**src/logic/stc_pkg.sv**
```systemverilog
// Constants and types shared by the serial transmit and reset control block
package stc_pkg;

  // Core data-memory addresses of the interface registers
  localparam logic [15:0] ADDR_CTRL     = 16'hFFF0;
  localparam logic [15:0] ADDR_STAT     = 16'hFFF1;
  localparam logic [15:0] ADDR_CLKC     = 16'hFFF2;
  localparam logic [15:0] ADDR_TX_MARK  = 16'hFFF3;
  localparam logic [15:0] ADDR_TX_LOW   = 16'hFFF4;
  localparam logic [15:0] ADDR_TX_MID   = 16'hFFF5;
  localparam logic [15:0] ADDR_TX_HIGH  = 16'hFFF6;

  // Field positions in interface_control
  localparam int CTRL_WDS_LSB   = 0;
  localparam int CTRL_BIT_ORDER = 3;
  localparam int CTRL_BREAK     = 4;
  localparam int CTRL_TX_EN     = 9;
  localparam int CTRL_TX_IRQ_EN = 12;
  localparam int CTRL_CLK_POL   = 15;
  // Field positions in serial_clock_control and serial_status
  localparam int CLKC_TX_SRC    = 15;
  localparam int STAT_TX_HOLD_E = 1;
  localparam int STAT_TX_SHF_E  = 0;

  // Reset values
  localparam logic [15:0] CTRL_RST = 16'h0000;
  localparam logic [15:0] CLKC_RST = 16'h0000;

  // Word formats selected by word_format_select
  localparam logic [2:0] WDS_SYNC    = 3'h0;
  localparam logic [2:0] WDS_ASYNC10 = 3'h2;
  localparam logic [2:0] WDS_MDROP11 = 3'h4;
  localparam logic [2:0] WDS_EVEN11  = 3'h6;
  localparam logic [2:0] WDS_ODD11   = 3'h7;

  // Frame lengths in bits and the lead-in before the first bit
  localparam logic [3:0] LEN_SYNC    = 4'h8;
  localparam logic [3:0] LEN_ASYNC10 = 4'hA;
  localparam logic [3:0] LEN_ASYNC11 = 4'hB;
  // Three ticks keep at least two whole bit periods before the first bit, whatever the hand-off phase
  localparam logic [1:0] LEAD_BITS   = 2'h3;

  typedef struct packed {
    logic        wr;
    logic        rd;
    logic [15:0] addr;
    logic [23:0] wdata;
  } stc_bus_req_s;

  typedef struct packed {
    logic       mark;
    logic [7:0] data;
  } stc_txword_s;

  typedef enum logic [1:0] {TX_IDLE, TX_LEAD, TX_SHIFT} stc_tx_e;

endpackage

```
**src/logic/stc_top.sv**
```systemverilog
// Serial transmit path, reset control and echo FIFO
//
// Function
// [RL1] Writes to low, middle, high transmit addresses load bus byte 0, 1, 2.
// [RL2] Multidrop mode: address-marked write stores low byte and sets the address bit.
// [RL3] Multidrop mode: plain transmit writes clear the address bit.
// [RL4] Any transmit holding write clears the holding-empty flag.
// [RL5] Holding contents move to the shifter only once the shifter is empty.
// [RL6] Two to four bit periods pass between hand-off and the first bit.
// [RL7] A second write before hand-off overwrites; software polls the empty flag.
// [RL8] Transmit interrupt only while the holding-empty flag is one.
// [RL9] Shifter is not addressable; its emptiness shows only in a status bit.
// [RL10] Synchronous bits follow the transmit clock, internal or external per source bit.
// [RL11] Async frame: start, eight data bits in selected order, ninth bit, stop.
// [RL12] Synchronous byte goes LSB first at polarity zero, MSB first at one.
// [RL13] Synchronous mode accepts data from any plain transmit address.
// [RL14] After a character: preamble first, then break, then pending data.
// [RL15] Block stays in reset while all pin-function bits are zero.
// [RL16] Clearing pin-function bits stops activity, resets status, keeps control register.
// [RL17] Stop halts the block and resets status, other registers kept.
// [RL18] Software resets, programs control registers, then selects pins.
// [RL19] With interrupts, operation needs pins selected and interrupt enabled, any order.
// [RL20] Receive shifter is invisible; only receive holding byte is readable.
// [RL21] Holding-empty interrupt is gated by control bit 12.
// [RL22] Word format zero selects synchronous shift-register mode.
// [RL23] Preamble is one all-ones frame, break one all-zeros frame.
`timescale 1ns/1ps
`default_nettype none

module stc_fifo #(
  parameter int WIDTH = 9,
  parameter int DEPTH = 32
) (
  input  wire logic             i_mclk,
  input  wire logic             i_rst_b,
  input  wire logic             i_in_valid,
  output logic                  o_in_ready,
  input  wire logic [WIDTH-1:0] i_in_data,
  output logic                  o_out_valid,
  input  wire logic             i_out_ready,
  output logic [WIDTH-1:0]      o_out_data
);
  localparam int AW = $clog2(DEPTH);

  logic [WIDTH-1:0] mem [DEPTH];
  logic [AW-1:0]    wr_idx;
  logic [AW-1:0]    rd_idx;
  logic [AW:0]      cnt;
  logic [AW:0]      next_cnt;
  logic             push;
  logic             pop;

  initial begin
    if (DEPTH < 2 || (1 << AW) != DEPTH) $error("stc_fifo: DEPTH must be a power of two, at least 2");
  end

  assign push       = i_in_valid && o_in_ready;
  assign pop        = o_out_valid && i_out_ready;
  assign o_out_data = mem[rd_idx];

  always_comb begin
    next_cnt = cnt;
    if (push && !pop) next_cnt = cnt + 1'b1;
    else if (pop && !push) next_cnt = cnt - 1'b1;
  end

  always_ff @(posedge i_mclk) begin
    if (push) mem[wr_idx] <= i_in_data;
  end

  always_ff @(posedge i_mclk or negedge i_rst_b) begin
    if (!i_rst_b) begin
      wr_idx      <= '0;
      rd_idx      <= '0;
      cnt         <= '0;
      o_out_valid <= 1'b0;
      o_in_ready  <= 1'b1;
    end else begin
      if (push) wr_idx <= wr_idx + 1'b1;
      if (pop) rd_idx <= rd_idx + 1'b1;
      cnt         <= next_cnt;
      // Flags registered so the top can hand them straight out
      o_out_valid <= (next_cnt != '0);
      o_in_ready  <= (next_cnt != (AW + 1)'(DEPTH));
    end
  end
endmodule // stc_fifo

module stc_top #(
  parameter int FIFO_DEPTH = 32
) (
  input  wire logic                 i_mclk,
  input  wire logic                 i_rst_b,
  input  wire logic                 i_sw_reset,
  input  wire logic                 i_stop,
  input  wire logic [2:0]           i_pin_func_sel,
  input  wire stc_pkg::stc_bus_req_s i_bus,
  output logic [23:0]               o_rdata,
  input  wire logic [7:0]           i_rx_holding_byte,
  input  wire logic                 i_int_bit_tick,
  input  wire logic                 i_sclk,
  output logic                      o_txd,
  output logic                      o_tx_irq,
  output logic                      o_active,
  output logic                      o_echo_valid,
  input  wire logic                 i_echo_ready,
  output stc_pkg::stc_txword_s      o_echo_word
);
  import stc_pkg::*;

  initial begin
    if (FIFO_DEPTH < 2) $error("stc_top: FIFO_DEPTH too small");
  end

  logic [15:0] interface_control;
  logic [15:0] serial_clock_control;
  logic [7:0]  hold_data;
  logic        hold_mark;
  logic        tx_holding_empty;
  logic        pre_pend;
  logic        te_q;
  logic        sclk_s1, sclk_s2, sclk_s3;
  stc_tx_e     state;
  logic [10:0] shreg;
  logic [3:0]  bits_left;
  logic [1:0]  lead_cnt;
  logic        fifo_ready;

  logic        active, halt, bit_tick, wr_any, wr_plain, wr_mark;
  logic        is_sync, has_ninth, order_msb, ninth;
  logic [2:0]  fmt;
  logic [3:0]  frame_len;
  logic [7:0]  data_ord;
  logic [10:0] data_frame;
  logic        at_idle, te_rise, start_pre, start_brk, start_data;

  function automatic logic [7:0] rev8(input logic [7:0] d);
    logic [7:0] r;
    r = '0;
    for (int i = 0; i < 8; i++) r[i] = d[7-i];
    return r;
  endfunction

  // Pin selection releases the block; stop or software reset hold it
  assign active = (|i_pin_func_sel) && !i_stop;                           // [RL15] [RL17]
  assign halt   = !active || i_sw_reset;                                  // [RL16] [RL17]

  // Only the second and third flops are looked at; the first may be metastable
  always_ff @(posedge i_mclk or negedge i_rst_b) begin
    if (!i_rst_b) begin
      sclk_s1 <= 1'b0;
      sclk_s2 <= 1'b0;
      sclk_s3 <= 1'b0;
    end else begin
      sclk_s1 <= i_sclk;
      sclk_s2 <= sclk_s1;
      sclk_s3 <= sclk_s2;
    end
  end
  assign bit_tick = serial_clock_control[CLKC_TX_SRC] ? (sclk_s2 && !sclk_s3) : i_int_bit_tick; // [RL10]

  assign wr_plain = i_bus.wr && (i_bus.addr inside {ADDR_TX_LOW, ADDR_TX_MID, ADDR_TX_HIGH}); // [RL13]
  assign wr_mark  = i_bus.wr && (i_bus.addr == ADDR_TX_MARK);
  assign wr_any   = (wr_plain || wr_mark) && !halt;

  // Control registers survive individual and stop resets, only hw/sw reset clears them
  always_ff @(posedge i_mclk or negedge i_rst_b) begin
    if (!i_rst_b) begin
      interface_control    <= CTRL_RST;
      serial_clock_control <= CLKC_RST;
    end else if (i_sw_reset) begin
      interface_control    <= CTRL_RST;
      serial_clock_control <= CLKC_RST;
    end else if (i_bus.wr) begin
      if (i_bus.addr == ADDR_CTRL) interface_control <= i_bus.wdata[15:0];  // [RL16]
      if (i_bus.addr == ADDR_CLKC) serial_clock_control <= i_bus.wdata[15:0];
    end
  end

  // Single holding byte; a later write simply overwrites it
  always_ff @(posedge i_mclk or negedge i_rst_b) begin
    if (!i_rst_b) begin
      hold_data <= 8'h00;
      hold_mark <= 1'b0;
    end else if (wr_any) begin                                            // [RL7]
      hold_mark <= wr_mark;                                               // [RL2] [RL3]
      case (i_bus.addr)
        ADDR_TX_MID:  hold_data <= i_bus.wdata[15:8];                     // [RL1]
        ADDR_TX_HIGH: hold_data <= i_bus.wdata[23:16];                    // [RL1]
        default:      hold_data <= i_bus.wdata[7:0];                      // [RL1] [RL2]
      endcase
    end
  end

  // Frame assembly
  assign fmt       = interface_control[CTRL_WDS_LSB +: 3];
  assign is_sync   = (fmt == WDS_SYNC);                                   // [RL22]
  assign has_ninth = (fmt == WDS_MDROP11) || (fmt == WDS_EVEN11) || (fmt == WDS_ODD11);
  assign frame_len = is_sync ? LEN_SYNC : (has_ninth ? LEN_ASYNC11 : LEN_ASYNC10);
  assign order_msb = is_sync ? interface_control[CTRL_CLK_POL] : interface_control[CTRL_BIT_ORDER]; // [RL11] [RL12]
  assign data_ord  = order_msb ? rev8(hold_data) : hold_data;
  always_comb begin
    case (fmt)
      WDS_EVEN11: ninth = ^hold_data;
      WDS_ODD11:  ninth = ~^hold_data;
      default:    ninth = hold_mark;
    endcase
  end
  // Sent from bit 0 upward: start, data, ninth bit, stop
  assign data_frame = is_sync ? {3'h0, data_ord} :
                      (has_ninth ? {1'b1, ninth, data_ord, 1'b0} : {2'b11, data_ord, 1'b0}); // [RL11]

  // A toggle seen this cycle counts as pending, so a break set by the same write waits behind it
  assign te_rise    = interface_control[CTRL_TX_EN] && !te_q;
  // A hand-off waits a cycle if the core writes in the same cycle
  assign at_idle    = (state == TX_IDLE) && !halt;                        // [RL5]
  assign start_pre  = at_idle && (pre_pend || te_rise);                   // [RL14]
  assign start_brk  = at_idle && !pre_pend && !te_rise && interface_control[CTRL_BREAK]; // [RL14]
  assign start_data = at_idle && !pre_pend && !te_rise && !interface_control[CTRL_BREAK] &&
                      !tx_holding_empty && interface_control[CTRL_TX_EN] && fifo_ready && !wr_any; // [RL14] [RL5]

  always_ff @(posedge i_mclk or negedge i_rst_b) begin
    if (!i_rst_b) begin
      tx_holding_empty <= 1'b1;
    end else if (halt) begin
      tx_holding_empty <= 1'b1;                                           // [RL16] [RL17]
    end else if (wr_any) begin
      tx_holding_empty <= 1'b0;                                           // [RL4]
    end else if (start_data) begin
      tx_holding_empty <= 1'b1;
    end
  end

  // Turning the transmitter on queues one preamble; a new toggle seen while one is taken stays queued
  always_ff @(posedge i_mclk or negedge i_rst_b) begin
    if (!i_rst_b) begin
      te_q     <= 1'b0;
      pre_pend <= 1'b0;
    end else begin
      te_q <= interface_control[CTRL_TX_EN];
      if (halt) pre_pend <= 1'b0;
      else if (start_pre) pre_pend <= pre_pend && te_rise;                // [RL14]
      else if (te_rise) pre_pend <= 1'b1;                                 // [RL14]
    end
  end

  // Shifter: load, lead-in of LEAD_BITS ticks, then one bit per tick
  always_ff @(posedge i_mclk or negedge i_rst_b) begin
    if (!i_rst_b) begin
      state     <= TX_IDLE;
      shreg     <= 11'h7FF;
      bits_left <= 4'h0;
      lead_cnt  <= 2'h0;
      o_txd     <= 1'b1;
    end else if (halt) begin
      state <= TX_IDLE;                                                   // [RL16] [RL17]
      o_txd <= 1'b1;
    end else begin
      case (state)
        TX_IDLE: begin
          if (start_pre || start_brk || start_data) begin
            state     <= TX_LEAD;
            lead_cnt  <= 2'h0;
            bits_left <= frame_len;
            shreg     <= start_pre ? 11'h7FF : (start_brk ? 11'h000 : data_frame); // [RL23]
          end
        end
        TX_LEAD: begin
          if (bit_tick) begin
            lead_cnt <= lead_cnt + 2'h1;
            if (lead_cnt == LEAD_BITS - 2'h1) begin                        // [RL6]
              state <= TX_SHIFT;
              o_txd <= shreg[0];
            end
          end
        end
        TX_SHIFT: begin
          if (bit_tick) begin                                             // [RL10]
            if (bits_left == 4'h1) begin
              state <= TX_IDLE;
              o_txd <= 1'b1;
            end else begin
              shreg     <= {1'b1, shreg[10:1]};
              o_txd     <= shreg[1];
              bits_left <= bits_left - 4'h1;
            end
          end
        end
        default: state <= TX_IDLE;
      endcase
    end
  end

  // Every data word handed to the shifter is echoed; a full FIFO stalls hand-off
  stc_fifo #(
    .WIDTH ($bits(stc_txword_s)),
    .DEPTH (FIFO_DEPTH)
  ) u_echo (
    .i_mclk      (i_mclk),
    .i_rst_b     (i_rst_b),
    .i_in_valid  (start_data),
    .o_in_ready  (fifo_ready),
    .i_in_data   ({hold_mark, hold_data}),
    .o_out_valid (o_echo_valid),
    .i_out_ready (i_echo_ready),
    .o_out_data  (o_echo_word)
  );

  // Shifter emptiness is visible only as a status bit
  always_ff @(posedge i_mclk or negedge i_rst_b) begin
    if (!i_rst_b) begin
      o_rdata  <= 24'h000000;
      o_tx_irq <= 1'b0;
      o_active <= 1'b0;
    end else begin
      o_tx_irq <= tx_holding_empty && interface_control[CTRL_TX_IRQ_EN] && active; // [RL8] [RL21] [RL19]
      o_active <= active;
      if (i_bus.rd) begin
        case (i_bus.addr)
          ADDR_CTRL:    o_rdata <= {8'h00, interface_control};
          ADDR_STAT:    o_rdata <= {22'h0, tx_holding_empty, state == TX_IDLE}; // [RL9]
          ADDR_CLKC:    o_rdata <= {8'h00, serial_clock_control};
          ADDR_TX_LOW:  o_rdata <= {16'h0000, i_rx_holding_byte};        // [RL20]
          ADDR_TX_MID:  o_rdata <= {8'h00, i_rx_holding_byte, 8'h00};    // [RL20]
          ADDR_TX_HIGH: o_rdata <= {i_rx_holding_byte, 16'h0000};        // [RL20]
          default:      o_rdata <= 24'h000000;
        endcase
      end
    end
  end
endmodule // stc_top

`default_nettype wire

```
**config.mk**
```make
export PLATFORM = sky130hd
export DESIGN_NAME = stc_top
export DESIGN_NICKNAME = d
export VERILOG_FILES = /design/src/logic/stc_pkg.sv /design/src/logic/stc_top.sv
export SDC_FILE = /design/constraint.sdc
export NUM_CORES = 1
export LEC_CHECK = 0
export ABC_AREA = 1
export BUFFER_PORTS_ARGS = -buffer_cell sky130_fd_sc_hd__buf_4
export CORE_ASPECT_RATIO = 2
export CORE_UTILIZATION = 60
export CTS_CLUSTER_DIAMETER = 200
export DETAILED_ROUTE_END_ITERATION = 8
export GPL_TIMING_DRIVEN = 0
export MAX_ROUTING_LAYER = met4
export PLACE_DENSITY_LB_ADDON = 0.15
export SETUP_SLACK_MARGIN = 0.4
export SKIP_CTS_REPAIR_TIMING = 1
export SYNTH_ARGS = -nofsm -noshare
export SYNTH_HDL_FRONTEND = slang
export SYNTH_SLANG_ARGS = --single-unit
```
**constraint.sdc**
```tcl
create_clock -name i_mclk -period 3.3 [get_ports i_mclk]
set_input_delay 0.66 -clock i_mclk [delete_from_list [all_inputs] [get_ports i_mclk]]
set_output_delay 0.66 -clock i_mclk [all_outputs]
set_load 0.05 [all_outputs]
```
==> impl_metrics.tcl <==
set metrics [dict create \
    synth_top_cell_area_share_pct 50.02 \
    cts_root_buf "clkbuf_16" \
    cts_buffer_depth 3 \
    drt_first_pass_iters 6 \
    timing.fmax_mhz 293.3 \
    grt-busiest-layer "met2" \
    switching_share_pct 38.44 \
    synth_top_cell_by_area "edfxtp_1" \
    power_mw 15.94 \
    place.gp.congestion 1.060 \
    wl_mm 54.33 \
    seqPwrFrac_pct 35.8 \
    viasPerCell 6.221 \
    start_util_pct 61.09 \
    r2r_setup_slack_ps 220 \
    cts_tree "built" \
    clk_transition_reported_paths_ps 70 \
    finalMaxSlewViolations 0 \
    rows 87 \
    hold_depth 1 \
    clk_latency_ps 550 \
    clkSinkCount 399 \
    synth-seq-cells 399 \
    dp_hpwl_mm 38.07 \
    use_met2_pct 66.68 \
    final_hold_viol_count 0 \
    crit_fanout 10 \
    timing.final.ws_setup_ps -109.5 \
    rsz0062_at_grt "yes" \
    io_buffers 96 \
    ys_seq_area_share_pct 66.19 \
    p_switching_mw 6.128 \
    fin_nets 1846 \
    drive_above_1_share_pct 20.09 \
    whs_ps 223.6 \
    vias 13431 \
    internal_power_mw 9.813 \
    slew_headroom_pct 4.623 \
    core_um2 28300 \
    finalCritPeriodShare_pct 103.3 \
    synth_area_um2 17290 \
    drc 0 \
    met3_usage_pct 4.708 \
    crit_required_ps 2640 \
    criticalPathCategory "register to primary output" \
    grt_pass1_vias 13303 \
    startpoint_type "register" \
    finClkSkew_ps 18.47 \
    min_from "i_sclk" \
    syn_to_final_growth_pct 19.19 \
    yosys_most_used_dff "edfxtp_1" \
    netlist-cell-type-count 38 \
    antenna_found_initial 1 \
    syn_nets 1693 \
    vdd_drop_max_uv 469.2 \
    hold_end "sclk_s1" \
    syn_area_per_cell_um2 10.65 \
    post-place-ws_ps -552.5 \
    clkPwrFrac_pct 25.8 \
    ys.warnings.count 0 \
    min_period_ps 3409 \
    max-cap-violations 0 \
    worstPathArrival_ps 2750 \
    status "finished, violations left" \
    worst_pin_slew_ps 1431 \
    met1_usage_pct 34.91 \
    r2r_cells 9 \
    reg2reg_from "state[1]" \
    final_cell_mix "nand2_1, edfxtp_1, o21ai_0" \
    die_area_um2 29540 \
    io_pins 97 \
    power_frac_comb_pct 38.4 \
    cts_buffers 34 \
    wire_per_inst_um 25.16 \
    syn_inst 1623 \
    grt_overflow_total 0 \
    final_util_pct 72.81 \
    drtIter0Drc 1333 \
    grt_start_max_net_pins 112 \
    htree_num_levels 2 \
    async_flop_share_pct 27.82 \
    end_kind "primary output" \
    failed_checks "negative setup slack" \
    synth_edf_count 288 \
    fp.dieH_um 242.1 \
    grt_pass1_wl_mm 77.70 \
    antenna_left 0 \
    track_usage_pct 37.86 \
    hold_class "primary input to register" \
    finalSetupViolCount 7 \
    die_w_um 122.0 \
    rr_endpoint "u_echo.mem[5][0]" \
    synthTopCellsByArea "edfxtp_1, dfrtp_1, o21ai_0" \
    leakagePower_nw 8.367 \
    critPathLaunch "u_echo.rd_idx[1]" \
    p_per_area_nw_per_um2 773.5 \
    layout_commonest_cell "nand2_1" \
]
-- layout make-up --
type / instances / area [µm²]
antenna: 1 / 2.502
clock inverter: 18 / 201.4
buffer: 82 / 543.0
inverter: 108 / 414.1
fill: 2019 / 7695
sequential: 399 / 11450
timing repair buffer: 115 / 1069
timing repair inverter: 2 / 12.51
tap: 356 / 445.4
clock buffer: 44 / 928.4
multi-input combinational: 1034 / 5545
-- power groups by stage --
| stage | logic (mW) | clock network [mW] | registers [mW] |
|---|---|---|---|
| final | 6.12 | 4.11 | 5.71 |
| after global routing | 6.49 | 4.26 | 5.73 |
| after detailed placement | 4.99 | 0 | 5.78 |
| after global placement | 4.88 | 0 | 5.77 |
| after CTS | 5.01 | 4.11 | 5.68 |
| after floorplan | 3.13 | 0 | 5.76 |
-- per-stage QoR --
step                      area [µm²]  instances  TNS [ps]
after global placement         18460       2075    -58420
final                          20610       2159    -470.9
after floorplan                17290       1623         0
after CTS                      19590       2137     -8175
after global routing           20610       2159    -601.9
after detailed placement       18460       2075    -68920
-- kinds of logic after synthesis --
kind of cell / after synthesis / share of synthesized area [%]
AO/OA/AOI/OAI: 363 / 12.04
buffers and inverters: 190 / 4.277
adder cells (fa/ha/maj): 10 / 0.7237
XOR/XNOR: 25 / 1.266
AND/OR/NAND/NOR: 636 / 15.51
flip-flops: 399 / 66.19
-- layer usage --
layer	share of wire, %	up-vias	wire length, µm
li1	-	6007	-
met4	9.9	0	5397
met1	30	6474	16440
met2	54	706	29310
met3	5.9	244	3190
met5	0	-	0
-- synth_stat cells (all sizes together) (2+ instances only) --
master and count:
xor2 19, a21oi 10, edfxtp 288, o22ai 50
nor2 218, nand3 73, o221ai 34, o31ai 2
clkbuf 74, inv 103, buf 8, a31oi 3
o211ai 16, xnor2 6, o21ai 246, nor3 10
ha 10, clkinv 5, or2 2, nand2 303
dfrtp 97, nand4 29, dfstp 14
-- how the worst max path moves through the flow --
stage / end / depth (start not counted)
after floorplan: u_echo.mem[31][0] / 10
after global placement: u_echo.mem[31][3] / 10
after detailed placement: u_echo.mem[31][3] / 10
after CTS: o_echo_word[6] / 10
after global routing: o_echo_word[8] / 9
final: o_echo_word[2] / 9
-- state kept, by name (all words and copies together) (netlist names), 2 cells and up --
| signal | flops |
|---|---|
| o_rdata | 24 |
| serial_clock_control | 16 |
| interface_control | 16 |
| u_echo.wr_idx | 5 |
| u_echo.cnt | 6 |
| u_echo.rd_idx | 5 |
| shreg | 11 |
| bits_left | 4 |
| state | 2 |
| hold_data | 8 |
| u_echo.mem | 288 |
| lead_cnt | 2 |
-- worst max-delay path, cell delays in order, from the launching register on --
cell        delay (ps)
dfrtp_2            460
clkinvlp_4         340
clkbuf_4           310
o21ai_1            110
o22ai_2            180
nand2_1            150
nand3_2            200
o21ai_2            210
inv_1               60
buf_4              180
(Power assumes the default switching activity.)
